===== src/smr_defines.vh =====
/*
  Register offsets, field positions, reset values and timing counts for the
  command and response register block. Assumes a 32-bit AHB-Lite slave
  port with each register in one aligned word.
*/
`ifndef SMR_DEFINES_VH
`define SMR_DEFINES_VH

`define SMR_OFS_LAUNCH 8'h00
`define SMR_OFS_DMA_TRIG 8'h04
`define SMR_OFS_ARG_HIGH 8'h08
`define SMR_OFS_ARG_LOW 8'h0c
`define SMR_OFS_RSP_INDEX 8'h10
`define SMR_OFS_CRC_STATUS 8'h14
`define SMR_OFS_STATUS 8'h18
`define SMR_OFS_RSP_BASE 8'h20
`define SMR_OFS_RSP_LAST 8'h3c

`define SMR_CMD_INDEX_MSB 5
`define SMR_FMT_MSB 10
`define SMR_FMT_LSB 9
`define SMR_FMT_NONE 2'h0
`define SMR_FMT_48_CRC 2'h1
`define SMR_FMT_136_CRC 2'h2
`define SMR_FMT_48_NOCRC 2'h3

`define SMR_RESET_WORD 16'h0000
`define SMR_CMD_DATA_BITS 8'd40
`define SMR_CMD_END_BIT 8'd47
`define SMR_CMD_BITS 8'd48
`define SMR_RSP_SHORT 8'd48
`define SMR_RSP_LONG 8'd136
`define SMR_RSP_CRC_LOW 8'd8
`define SMR_RSP_LONG_DATA_TOP 8'd127
`define SMR_TOKEN_BITS 3'd5
`define SMR_RSP_TIMEOUT 8'd64
`define SMR_CRC7_POLY 7'h09

`define SMR_ST_BUSY 0
`define SMR_ST_RSP_DONE 1
`define SMR_ST_TIMEOUT 2
`define SMR_ST_CRC_ERR 3
`define SMR_ST_TOKEN 4

`endif


===== src/smr_cmd_resp.v =====
/*
  Command and response registers of a memory card host: command launch,
  argument words, response capture, CRC status token and first DMA kick.
  Assumes an AHB-Lite master on clk, a card on the command and data 0
  lines, and a data path that reports block ends and FIFO word requests.
*/
`timescale 1ns/1ps
`include "smr_defines.vh"

module smr_cmd_resp
#(
  parameter DIV_HALF = 4
)
(
  input wire clk,
  input wire rst_n,
  input wire hsel,
  input wire [31:0] haddr,
  input wire [1:0] htrans,
  input wire hwrite,
  input wire [2:0] hsize,
  input wire hready,
  input wire [31:0] hwdata,
  output reg [31:0] hrdata,
  output wire hreadyout,
  output wire hresp,
  output reg card_clk,
  input wire cmd_in,
  output reg cmd_out,
  output reg cmd_oe_n,
  input wire dat0_in,
  input wire write_active,
  input wire fifo_word_req,
  input wire block_sent,
  output wire dma_req
);

  localparam CMD_IDLE = 2'd0;
  localparam CMD_SEND = 2'd1;
  localparam CMD_WAIT = 2'd2;
  localparam CMD_RECV = 2'd3;
  localparam TOK_IDLE = 2'd0;
  localparam TOK_HUNT = 2'd1;
  localparam TOK_RECV = 2'd2;

  reg wr_pend;
  reg [7:0] wr_addr;
  reg [15:0] arg_high;
  reg [15:0] arg_low;
  reg [7:0] rsp_index;
  reg [15:0] rsp_word [0:7];
  reg [7:0] crc_token;
  reg [1:0] fmt;
  reg [1:0] cmd_state;
  reg [7:0] bit_cnt;
  reg [7:0] rsp_len;
  reg [39:0] tx_sr;
  reg [135:0] rx_sr;
  reg [7:0] wait_cnt;
  reg [1:0] tok_state;
  reg [2:0] tok_cnt;
  reg [4:0] tok_sr;
  reg [3:0] status;
  reg tok_done;
  reg [7:0] div_cnt;
  reg cmd_meta;
  reg cmd_sync;
  reg dat_meta;
  reg dat_sync;
  reg dma_kick;
  reg dma_armed;
  wire tick;
  wire rise;
  wire fall;
  wire launch;
  wire [135:0] next_rx_sr;
  wire [7:0] rx_pos;
  wire rx_crc_bit;
  wire [6:0] tx_crc;
  wire [6:0] rx_crc;
  wire tx_crc_clear;
  wire tx_crc_update;
  wire tx_crc_shift;
  integer i;
  integer k;

  // Byte address of the word held in a response slot.
  function [7:0] rsp_ofs;
    input [2:0] idx;
    begin
      rsp_ofs = `SMR_OFS_RSP_BASE + {3'h0, idx, 2'b00};
    end
  endfunction

  assign hreadyout = 1'b1;
  assign hresp = 1'b0;
  assign launch = wr_pend && (wr_addr == `SMR_OFS_LAUNCH);

  // AHB-Lite address phase; reads are answered in the following data phase.
  always @(posedge clk)
  begin
    if (!rst_n)
    begin
      wr_pend <= 1'b0;
      wr_addr <= 8'h00;
      hrdata <= 32'h00000000;
    end
    else
    begin
      wr_pend <= 1'b0;
      if (hsel && hready && htrans[1])
      begin
        wr_pend <= hwrite;
        wr_addr <= {haddr[7:2], 2'b00};
        hrdata <= 32'h00000000;
        if (!hwrite)
        begin
          if ({haddr[7:2], 2'b00} == `SMR_OFS_ARG_HIGH)
          begin
            hrdata <= {16'h0000, arg_high};
          end
          else if ({haddr[7:2], 2'b00} == `SMR_OFS_ARG_LOW)
          begin
            hrdata <= {16'h0000, arg_low};
          end
          else if ({haddr[7:2], 2'b00} == `SMR_OFS_RSP_INDEX)
          begin
            hrdata <= {24'h000000, rsp_index};
          end
          else if ({haddr[7:2], 2'b00} == `SMR_OFS_CRC_STATUS)
          begin
            hrdata <= {24'h000000, crc_token};
          end
          else if ({haddr[7:2], 2'b00} == `SMR_OFS_STATUS)
          begin
            hrdata <= {27'h0000000, tok_done, status};
          end
          else if ({haddr[7:2], 2'b00} == `SMR_OFS_LAUNCH)
          begin
            hrdata <= {21'h000000, fmt, 9'h000};
          end
          else
          begin
            for (k = 0; k < 8; k = k + 1)
            begin
              if ({haddr[7:2], 2'b00} == rsp_ofs(k[2:0]))
              begin
                hrdata <= {16'h0000, rsp_word[k]};
              end
            end
          end
        end
      end
    end
  end

  // Argument words are never touched by the sender, so they read back intact.
  always @(posedge clk)
  begin
    if (!rst_n)
    begin
      arg_high <= `SMR_RESET_WORD;
      arg_low <= `SMR_RESET_WORD;
      fmt <= `SMR_FMT_NONE;
    end
    else if (wr_pend)
    begin
      if (wr_addr == `SMR_OFS_ARG_HIGH)
      begin
        arg_high <= hwdata[15:0];
      end
      else if (wr_addr == `SMR_OFS_ARG_LOW)
      begin
        arg_low <= hwdata[15:0];
      end
      else if (wr_addr == `SMR_OFS_LAUNCH)
      begin
        fmt <= hwdata[`SMR_FMT_MSB:`SMR_FMT_LSB];
      end
    end
  end

  // First DMA request comes from software, the rest from FIFO demand.
  always @(posedge clk)
  begin
    if (!rst_n)
    begin
      dma_kick <= 1'b0;
      dma_armed <= 1'b0;
    end
    else
    begin
      dma_kick <= wr_pend && (wr_addr == `SMR_OFS_DMA_TRIG) && hwdata[0];
      if (!write_active)
      begin
        dma_armed <= 1'b0;
      end
      else if (dma_kick)
      begin
        dma_armed <= 1'b1;
      end
    end
  end

  assign dma_req = dma_kick || (dma_armed && fifo_word_req);

  // Card clock divider and pin synchronisers.
  assign tick = (div_cnt == DIV_HALF[7:0] - 8'd1);
  assign rise = tick && !card_clk;
  assign fall = tick && card_clk;

  always @(posedge clk)
  begin
    if (!rst_n)
    begin
      div_cnt <= 8'h00;
      card_clk <= 1'b0;
      cmd_meta <= 1'b1;
      cmd_sync <= 1'b1;
      dat_meta <= 1'b1;
      dat_sync <= 1'b1;
    end
    else
    begin
      div_cnt <= tick ? 8'h00 : div_cnt + 8'd1;
      if (tick)
      begin
        card_clk <= !card_clk;
      end
      cmd_meta <= cmd_in;
      cmd_sync <= cmd_meta;
      dat_meta <= dat0_in;
      dat_sync <= dat_meta;
    end
  end

  assign tx_crc_clear = launch;
  assign tx_crc_update = fall && (cmd_state == CMD_SEND) && (bit_cnt < `SMR_CMD_DATA_BITS);
  assign tx_crc_shift = fall && (cmd_state == CMD_SEND) && (bit_cnt >= `SMR_CMD_DATA_BITS);

  smr_crc7 u_tx_crc
  (
    .clk(clk),
    .rst_n(rst_n),
    .clear(tx_crc_clear),
    .update(tx_crc_update),
    .shift_out(tx_crc_shift),
    .bit_in(tx_sr[39]),
    .crc(tx_crc)
  );

  assign next_rx_sr = {rx_sr[134:0], cmd_sync};
  assign rx_pos = rsp_len - 8'd1 - bit_cnt;
  assign rx_crc_bit = (cmd_state == CMD_RECV) && rise && (rx_pos >= `SMR_RSP_CRC_LOW)
    && ((rsp_len == `SMR_RSP_SHORT) || (rx_pos <= `SMR_RSP_LONG_DATA_TOP));

  smr_crc7 u_rx_crc
  (
    .clk(clk),
    .rst_n(rst_n),
    .clear(launch),
    .update(rx_crc_bit),
    .shift_out(1'b0),
    .bit_in(cmd_sync),
    .crc(rx_crc)
  );

  // Command sender and response receiver.
  always @(posedge clk)
  begin
    if (!rst_n)
    begin
      cmd_state <= CMD_IDLE;
      bit_cnt <= 8'h00;
      rsp_len <= 8'h00;
      tx_sr <= 40'h0000000000;
      rx_sr <= 136'h0;
      wait_cnt <= 8'h00;
      cmd_out <= 1'b1;
      cmd_oe_n <= 1'b1;
      rsp_index <= 8'h00;
      status[`SMR_ST_RSP_DONE:`SMR_ST_BUSY] <= 2'b00;
      status[`SMR_ST_CRC_ERR:`SMR_ST_TIMEOUT] <= 2'b00;
      for (i = 0; i < 8; i = i + 1)
      begin
        rsp_word[i] <= `SMR_RESET_WORD;
      end
    end
    else if (launch)
    begin
      cmd_state <= CMD_SEND;
      bit_cnt <= 8'h00;
      tx_sr <= {2'b01, hwdata[`SMR_CMD_INDEX_MSB:0], arg_high, arg_low};
      rsp_len <= (hwdata[`SMR_FMT_MSB:`SMR_FMT_LSB] == `SMR_FMT_136_CRC) ?
        `SMR_RSP_LONG : `SMR_RSP_SHORT;
      status[`SMR_ST_RSP_DONE:`SMR_ST_BUSY] <= 2'b01;
      status[`SMR_ST_CRC_ERR:`SMR_ST_TIMEOUT] <= 2'b00;
    end
    else
    begin
      case (cmd_state)
        CMD_SEND:
        begin
          if (fall)
          begin
            bit_cnt <= bit_cnt + 8'd1;
            cmd_oe_n <= 1'b0;
            if (bit_cnt < `SMR_CMD_DATA_BITS)
            begin
              cmd_out <= tx_sr[39];
              tx_sr <= {tx_sr[38:0], 1'b0};
            end
            else if (bit_cnt < `SMR_CMD_END_BIT)
            begin
              cmd_out <= tx_crc[6];
            end
            else if (bit_cnt == `SMR_CMD_END_BIT)
            begin
              cmd_out <= 1'b1;
            end
            else
            begin
              cmd_oe_n <= 1'b1;
              bit_cnt <= 8'h00;
              wait_cnt <= 8'h00;
              if (fmt == `SMR_FMT_NONE)
              begin
                cmd_state <= CMD_IDLE;
                status[`SMR_ST_BUSY] <= 1'b0;
              end
              else
              begin
                cmd_state <= CMD_WAIT;
              end
            end
          end
        end
        CMD_WAIT:
        begin
          if (rise)
          begin
            if (!cmd_sync)
            begin
              cmd_state <= CMD_RECV;
              rx_sr <= next_rx_sr;
              bit_cnt <= 8'd1;
            end
            else if (wait_cnt == `SMR_RSP_TIMEOUT - 8'd1)
            begin
              cmd_state <= CMD_IDLE;
              status[`SMR_ST_BUSY] <= 1'b0;
              status[`SMR_ST_TIMEOUT] <= 1'b1;
            end
            else
            begin
              wait_cnt <= wait_cnt + 8'd1;
            end
          end
        end
        CMD_RECV:
        begin
          if (rise)
          begin
            rx_sr <= next_rx_sr;
            bit_cnt <= bit_cnt + 8'd1;
            if (bit_cnt == rsp_len - 8'd1)
            begin
              cmd_state <= CMD_IDLE;
              status[`SMR_ST_BUSY] <= 1'b0;
              status[`SMR_ST_RSP_DONE] <= 1'b1;
              status[`SMR_ST_CRC_ERR] <= (fmt != `SMR_FMT_48_NOCRC)
                && (next_rx_sr[7:1] != rx_crc);
              if (rsp_len == `SMR_RSP_LONG)
              begin
                rsp_index <= next_rx_sr[135:128];
                for (i = 0; i < 8; i = i + 1)
                begin
                  rsp_word[i] <= next_rx_sr[i * 16 +: 16];
                end
              end
              else
              begin
                rsp_index <= next_rx_sr[47:40];
                rsp_word[7] <= next_rx_sr[39:24];
                rsp_word[6] <= next_rx_sr[23:8];
                rsp_word[5] <= {8'h00, next_rx_sr[7:0]};
              end
            end
          end
        end
        default:
        begin
          cmd_oe_n <= 1'b1;
          cmd_out <= 1'b1;
        end
      endcase
    end
  end

  // CRC status token: start bit, three status bits and end bit on data 0.
  always @(posedge clk)
  begin
    if (!rst_n)
    begin
      tok_state <= TOK_IDLE;
      tok_cnt <= 3'h0;
      tok_sr <= 5'h00;
      crc_token <= 8'h00;
      tok_done <= 1'b0;
    end
    else
    begin
      case (tok_state)
        TOK_IDLE:
        begin
          if (block_sent)
          begin
            tok_state <= TOK_HUNT;
          end
        end
        TOK_HUNT:
        begin
          if (rise && !dat_sync)
          begin
            tok_state <= TOK_RECV;
            tok_sr <= 5'h00;
            tok_cnt <= 3'h1;
          end
        end
        TOK_RECV:
        begin
          if (rise)
          begin
            tok_sr <= {tok_sr[3:0], dat_sync};
            tok_cnt <= tok_cnt + 3'h1;
            if (tok_cnt == `SMR_TOKEN_BITS - 3'h1)
            begin
              tok_state <= TOK_IDLE;
              crc_token <= {3'h0, tok_sr[3:0], dat_sync};
              tok_done <= 1'b1;
            end
          end
        end
        default:
        begin
          tok_state <= TOK_IDLE;
        end
      endcase
      if (wr_pend && (wr_addr == `SMR_OFS_CRC_STATUS) && !(tok_state == TOK_RECV && rise
        && tok_cnt == `SMR_TOKEN_BITS - 3'h1))
      begin
        crc_token <= hwdata[7:0];
        tok_done <= 1'b0;
      end
    end
  end

endmodule


===== src/smr_crc7.v =====
/*
  Serial CRC7 generator for card command and response frames.
  Assumes the caller clears it before each frame and steps it once per bit.
*/
`timescale 1ns/1ps
`include "smr_defines.vh"

module smr_crc7
(
  input wire clk,
  input wire rst_n,
  input wire clear,
  input wire update,
  input wire shift_out,
  input wire bit_in,
  output reg [6:0] crc
);

  wire feedback;

  assign feedback = bit_in ^ crc[6];

  always @(posedge clk)
  begin
    if (!rst_n || clear)
    begin
      crc <= 7'h00;
    end
    else if (update)
    begin
      crc <= {crc[5:0], 1'b0} ^ (feedback ? `SMR_CRC7_POLY : 7'h00);
    end
    else if (shift_out)
    begin
      // Moves the finished checksum out most significant bit first.
      crc <= {crc[5:0], 1'b0};
    end
  end

endmodule


===== config.mk =====
export PLATFORM = sky130hd
export DESIGN_NAME = smr_cmd_resp
export DESIGN_NICKNAME = d
export VERILOG_FILES = /design/src/smr_cmd_resp.v /design/src/smr_crc7.v
export VERILOG_INCLUDE_DIRS = /design/src
export SDC_FILE = /design/constraint.sdc
export NUM_CORES = 1
export LEC_CHECK = 0
export ABC_CLOCK_PERIOD_IN_PS = 15800
export BUFFER_PORTS_ARGS = -buffer_cell sky130_fd_sc_hd__buf_2
export CAP_MARGIN = 15
export CORE_MARGIN = 8
export CORE_UTILIZATION = 50
export CTS_CLUSTER_SIZE = 14
export DETAILED_ROUTE_END_ITERATION = 10
export GPL_ROUTABILITY_DRIVEN = 0
export HOLD_SLACK_MARGIN = 0.06
export PLACE_DENSITY = 0.8
export RECOVER_POWER = 100
export SLEW_MARGIN = 20
export SYNTH_ARGS = -nofsm -noshare
export SYNTH_HDL_FRONTEND = slang
export SYNTH_HIERARCHICAL = 1
export SYNTH_SLANG_ARGS = --single-unit

===== constraint.sdc =====
create_clock -name clk -period 15.8 [get_ports clk]
set_input_delay 4.74 -clock clk [delete_from_list [all_inputs] [get_ports clk]]
set_output_delay 4.74 -clock clk [all_outputs]
set_load 0.05 [all_outputs]

==> results of run 1 <==
==> metrics by stage <==
stage	instances	util	setup slack, ns	hold WS [ns]
floorplan	2101	-	5.95	0.386
global placement	2521	0.516	5.85	0.398
detailed placement	2522	0.516	5.86	0.412
CTS	2604	0.555	5.86	0.433
global route	2605	0.550	2.94	0.457
finish	2605	0.550	3.64	0.428
==> final cells by class <==
cell class / count / area [um2] / share of cell area
antenna: 1 / 2.50 / 0.000118
clock buffer: 67 / 1340 / 0.0630
tap: 518 / 648 / 0.0305
timing repair buffer: 70 / 373 / 0.0175
multi-input combinational: 1470 / 8560 / 0.402
inverter: 23 / 92.6 / 0.00435
sequential: 441 / 10100 / 0.475
clock inverter: 15 / 140 / 0.00659
==> state kept, by name, indices dropped and copies added (netlist names), 6 cells and up <==
register and count:
arg_high 16, bit_cnt 8, wait_cnt 8, wr_addr 6
arg_low 16, u_tx_crc/crc 7, hrdata 16, u_rx_crc/crc 7
rsp_index 8, rsp_word 128, tx_sr 40, div_cnt 8
crc_token 8, rx_sr 135
==> synthesized netlist by cell type, types with 8 or more instances <==
cell	n
xnor2_1	9
and3_1	11
ha_1	15
buf_1	9
a22o_1	9
mux2_2	9
a21oi_1	228
buf_2	24
xor2_1	14
buf_6	8
nor3_1	16
nand2_1	415
nand2b_1	19
edfxtp_1	128
dfxtp_1	313
clkbuf_1	106
o211ai_1	12
a22oi_1	17
nor2b_1	16
nand4_1	11
or4_1	10
buf_4	20
and2_1	56
nand3_1	28
a31oi_1	11
mux4_2	11
a211oi_1	23
mux2i_1	102
inv_1	21
o31ai_1	8
and2_4	40
nor2_1	108
o21ai_0	117
o21a_1	8
==> final timing paths <==
path	startpoint	end	slack, ns	depth (start not counted)
max	rst_n	rsp_word[1][3]	3.64	3
min	cmd_meta	cmd_sync	0.43	1
max reg2reg	rsp_len[5]	rsp_word[1][3]	9.74	10
min reg2reg	cmd_meta	cmd_sync	0.43	1
==> layout by cell type, fill, tap and decap left out, types with 10 or more instances in the layout <==
master	n
nand2_1	414
nor3_1	15
a211oi_1	23
o21ai_0	117
mux2i_1	102
clkbuf_8	11
o211ai_1	14
mux4_2	11
buf_4	13
xor2_1	14
and3_1	10
nand4_1	11
a31oi_1	11
dfxtp_1	313
nor2_1	109
ha_1	15
clkbuf_1	36
and2_1	47
a21oi_1	228
and2_0	47
clkbuf_16	46
edfxtp_1	128
inv_1	21
nand3_1	27
buf_2	30
nor2b_1	16
a22oi_1	17
nand2b_1	21
conb_1	25
==> layer usage <==
| layer | vias up | track usage | share of wire |
|---|---|---|---|
| met3 | 123 | 0.0376 | 0.083 |
| li1 | 7205 | - | - |
| met1 | 7361 | 0.277 | 0.41 |
| met2 | 662 | 0.349 | 0.47 |
| met5 | - | 0 | 0 |
| met4 | 0 | 0.0905 | 0.040 |
==> power breakdown <==
part           switching [W]  leakage (nW)  internal (W)  total (W)
Combinational      0.0000785          3.06     0.0000292   0.000108
Clock               0.000451         0.733      0.000608    0.00106
Sequential         0.0000122          3.77       0.00118    0.00120
Total               0.000542          7.56       0.00182    0.00236
==> cell families (layout without fill, tap and decap cells) <==
group | count (synthesis) | in the layout | share of synthesized area
AO/OA/AOI/OAI | 503 | 503 | 0.154
XOR/XNOR | 23 | 23 | 0.0103
multiplexers | 122 | 122 | 0.0701
buffers and inverters | 190 | 175 | 0.0450
AND/OR/NAND/NOR | 782 | 782 | 0.193
other | 2 | 26 | 0.000384
adder cells (fa/ha/maj) | 15 | 15 | 0.00960
flip-flops | 441 | 441 | 0.517
==> flow_metrics.tcl, run 1 <==
set metrics [dict create \
    start_util 0.506 \
    postCtsSetupRepairBufs 0 \
    synth_edf_count 128 \
    cts_max_path_buffers 3 \
    avgSynthCellArea_um2 9.41 \
    cts_buffers 44 \
    synth_cell_types 81 \
    port_buffers 52 \
    hold_viol_final 0 \
    nNetsFinal 2144 \
    cts_sinks 441 \
    violations "capacitance limit, slew limit" \
    crit_fanout 80 \
    required_ns 15.29 \
    dieArea_mm2 0.0457 \
    synthCells 2078 \
    min_period_over_period 0.770 \
    nFillCells 3263 \
    wl_um 49900 \
    grt_pass1_wl_um 78300 \
    min_period_ns 12.16 \
    slew-limit-headroom -1.30 \
    route.detailed.drc 0 \
    fin_area_mm2 0.0213 \
    root_buffer "clkbuf_16" \
    post_cts_resized 0 \
    grt-ovfl-total 0 \
    ys_seq_area_frac 0.517 \
    finalSetupViolCount 0 \
    end_kind "flop" \
    ctsHoldBuffers 0 \
    status "complete, but fails checks" \
    num_rows 72 \
    synthArstFlopShare 0 \
    antenna_found_initial 1 \
    clock_latency_ns 0.57 \
    critPathKind "input port to flop" \
    maxSlewViolCount 335 \
    synth_area_leader_cell "dfxtp_1" \
    worst_pin_slew_ns 3.45 \
    synth.cell_area_mm2 0.0195 \
    route.vias.total 15400 \
    grt_max_degree 97 \
    via_per_inst 5.89 \
    cp_top_family "buffers and inverters" \
    placed_area_mm2 0.0200 \
    cpPeakStageDelay_ns 3.18 \
    ys_ff_latch 441 \
    tns_ns 0 \
    core_mm2 0.0386 \
    rsz0062_at_grt "no" \
    synthFlopType "dfxtp_1" \
    ys_top_cells_by_area "dfxtp_1, edfxtp_1, nand2_1" \
    worstPathCellList "clkbuf_1, clkbuf_1, nand2_1" \
    clkTransAtPathRegs_ns 0.06 \
    cp_slowest_cell "nand2_1" \
    powerDensity_mw_per_mm2 111 \
    drt_first_pass_iters 5 \
    first_iter_violations 1824 \
    antenna_left 0 \
    skew_ns 0.0126 \
    io_pins 117 \
    cp_common_cell "clkbuf_1" \
    cp.arrival_ns 11.65 \
    crit_buf_inv 2 \
    grt_pass1_vias 14500 \
    ir_worst_vdd_v 0.0000829 \
    worstSetupStartpointType "input port" \
    cts_tree "yes" \
    p_leak_nw 7.56 \
    grt_usage 0.214 \
    dp_hpwl_um 32500 \
    area_growth_pct 8.78 \
    max_freq_ghz 0.0822 \
    die_w_um 214 \
    power_w 0.00236 \
    htreeDepth 2 \
    die_h_um 214 \
    yosysWarnings 6 \
    max_cap_viol_count 7 \
    drive_gt1_frac 0.0772 \
    min_path_type "flop to flop" \
    yosys.area.top_type_share 0.321 \
    wl_per_cell_um 19.1 \
]
(Power assumes the default switching activity.)
==> run 2: changes to the inputs <==
--- a/config.mk
+++ b/config.mk
@@ -6,7 +6,8 @@
 export SDC_FILE = /design/constraint.sdc
 export NUM_CORES = 1
 export LEC_CHECK = 0
-export ABC_CLOCK_PERIOD_IN_PS = 15800
+export ABC_AREA = 1
+export ABC_CLOCK_PERIOD_IN_PS = 12000
 export BUFFER_PORTS_ARGS = -buffer_cell sky130_fd_sc_hd__buf_2
 export CAP_MARGIN = 15
 export CORE_MARGIN = 8
==> constraint.sdc (replaced) <==
create_clock -name clk -period 12 [get_ports clk]
set_input_delay 3.6 -clock clk [delete_from_list [all_inputs] [get_ports clk]]
set_output_delay 3.6 -clock clk [all_outputs]
set_load 0.05 [all_outputs]
==> run 2 against run 1 <==
Against the previous run: the run still ends with capacitance limit, slew limit left; first-iteration DRC count down 14%; combinational power hardly changed; clock-buffer cell count fell by 5; flip-flop and latch count stayed put; area after synthesis down 4.1%; synthesized cell count grew 11%; hold slack worse by 0.014 ns; total power up 25%; design area decreased by 3.8%; largest power group unchanged.
==> flow_metrics.tcl, run 2 <==
set metrics [dict create \
    synth_area_leader_cell "dfxtp_1" \
    synth_cell_types 45 \
    crit_buf_inv 3 \
    nFillCells 3275 \
    htreeDepth 2 \
    ir_worst_vdd_v 0.000105 \
    largest_register "rx_sr" \
    status "complete, but fails checks" \
    hold_path_startpoint "cmd_meta" \
    largest_register_ffs 135 \
    multi_input_area_mm2 0.00725 \
    worst_pin_slew_ns 3.55 \
    max_freq_ghz 0.113 \
    ys_top_cells_by_area "dfxtp_1, edfxtp_1, nand2_1" \
    drive_gt1_frac 0.0710 \
    start_util 0.502 \
    crit_start "rst_n" \
    yosys.area.top_type_share 0.334 \
    dieArea_mm2 0.0439 \
    ctsHoldBuffers 0 \
    nNetsFinal 2399 \
    cts_tree "yes" \
    area_growth_pct 9.17 \
    end_kind "flop" \
    cp_common_cell "clkbuf_1" \
    first_iter_violations 1568 \
    via_per_inst 5.59 \
    min_period_over_period 0.737 \
    top_regs "rx_sr: 135 flops, rsp_word: 128 flops, tx_sr: 40 flops" \
    finalSetupViolCount 0 \
    violations "capacitance limit, slew limit" \
    ys_seq_area_frac 0.539 \
    slew-limit-headroom -1.37 \
    grt_pass1_wl_um 75800 \
    route.vias.total 15700 \
    final_util 0.548 \
    grt_max_degree 92 \
    port_buffers 52 \
    worstPathCellList "clkbuf_1, clkinv_1, clkbuf_1, or2_2" \
    dp_hpwl_um 30900 \
    avgSynthCellArea_um2 8.10 \
    hold_viol_final 0 \
    ys_ff_latch 441 \
    min_period_ns 8.85 \
    min_path_type "flop to flop" \
    crit_fanout 79 \
    synthArstFlopShare 0 \
    required_ns 12.14 \
    powerDensity_mw_per_mm2 145 \
    grt_pass1_vias 14700 \
    postCtsSetupRepairBufs 0 \
    yosysWarnings 6 \
    grt-ovfl-total 0 \
    final_common_cell "nand2_1" \
    place_ws_ns 4.36 \
    grt_usage 0.208 \
    final_cells 2812 \
    post_cts_resized 0 \
    synthFlopType "dfxtp_1" \
    synth.cell_area_mm2 0.0187 \
    core_mm2 0.0373 \
    placed_area_mm2 0.0192 \
    clock_latency_ns 0.55 \
    whs_path_depth 1 \
    root_buffer "clkbuf_16" \
    cp_slowest_cell "clkbuf_1" \
    tns_ns 0 \
    cp.arrival_ns 8.99 \
    cts_buffers 43 \
    cp_top_family "buffers and inverters" \
    seqCellArea_mm2 0.0101 \
    fin_area_mm2 0.0205 \
    route.detailed.drc 0 \
    io_pins 117 \
    placedCellCount 2734 \
    antenna_left 0 \
    die_h_um 210 \
    antenna_found_initial 1 \
    p_leak_nw 7.67 \
    synth_most_common_cell "nand2_1" \
    max_cap_viol_count 6 \
    synth_edf_count 128 \
    rsz0062_at_grt "no" \
    clkTransAtPathRegs_ns 0.06 \
    worstReg2RegStart "wr_addr[4]" \
    layout_common_cells "nand2_1, nor2_1, dfxtp_1" \
    cp.depth 4 \
    wl_per_cell_um 16.7 \
    rr_worst_depth 12 \
    critPathKind "input port to flop" \
    skew_ns 0.0242 \
    maxSlewViolCount 394 \
    cts_max_path_buffers 3 \
    synthCells 2314 \
    cpPeakStageDelay_ns 2.44 \
    die_w_um 210 \
    final.setup.worst_slack_ns 3.15 \
    yosys-top-cells-count "nand2_1, nor2_1, dfxtp_1" \
    wl_um 47000 \
    drt_first_pass_iters 6 \
    num_rows 71 \
    worstSetupStartpointType "input port" \
    cts_sinks 441 \
]
run 2: layer usage:
metal  GRT usage  routed length, um
met5           0                  0
met4      0.0797               1610
met3      0.0359               3980
met2       0.341              22100
met1       0.272              19400
run 2: path summary, 6_finish.rpt:
check	end	slack [ns]
max	rsp_word[1][49]	3.15
min reg2reg	cmd_sync	0.41
min	cmd_sync	0.41
max reg2reg	rx_sr[39]	7.22
run 2: kinds of logic after synthesis:
| logic type | share of synthesized area |
|---|---|
| buffers and inverters | 0.0786 |
| AO/OA/AOI/OAI | 0.154 |
| adder cells (fa/ha/maj) | 0.0100 |
| other | 0.000401 |
| XOR/XNOR | 0.00748 |
| AND/OR/NAND/NOR | 0.210 |
| flip-flops | 0.539 |
run 2: worst reg2reg max path, delay by kind of cell, from the launching register on:
family / cells / cell delay (ns)
flip-flops: 1 / 0.32
AO/OA/AOI/OAI: 1 / 0.26
AND/OR/NAND/NOR: 5 / 0.81
buffers and inverters: 6 / 3.13
run 2: area by class of cell:
cell class / instances / share of cell area
timing repair buffer: 69 / 0.0168
antenna: 1 / 0.000122
multi-input combinational: 1531 / 0.355
inverter: 219 / 0.0402
tap: 474 / 0.0290
sequential: 441 / 0.494
clock inverter: 15 / 0.00440
clock buffer: 62 / 0.0610
run 2: stage by stage:
stage          hold WS (ns)  total power, W
2_1_floorplan         0.393         0.00168
3_3_place_gp          0.398         0.00170
3_5_place_dp          0.403         0.00171
4_1_cts               0.418         0.00297
5_1_grt               0.431         0.00305
6_report              0.414         0.00296
run 2: power breakdown:
group / internal [W] / switching (W) / total, W
Clock: 0.000724 / 0.000558 / 0.00128
Sequential: 0.00156 / 0.0000134 / 0.00157
Combinational: 0.0000230 / 0.0000847 / 0.000108
Total: 0.00230 / 0.000656 / 0.00296
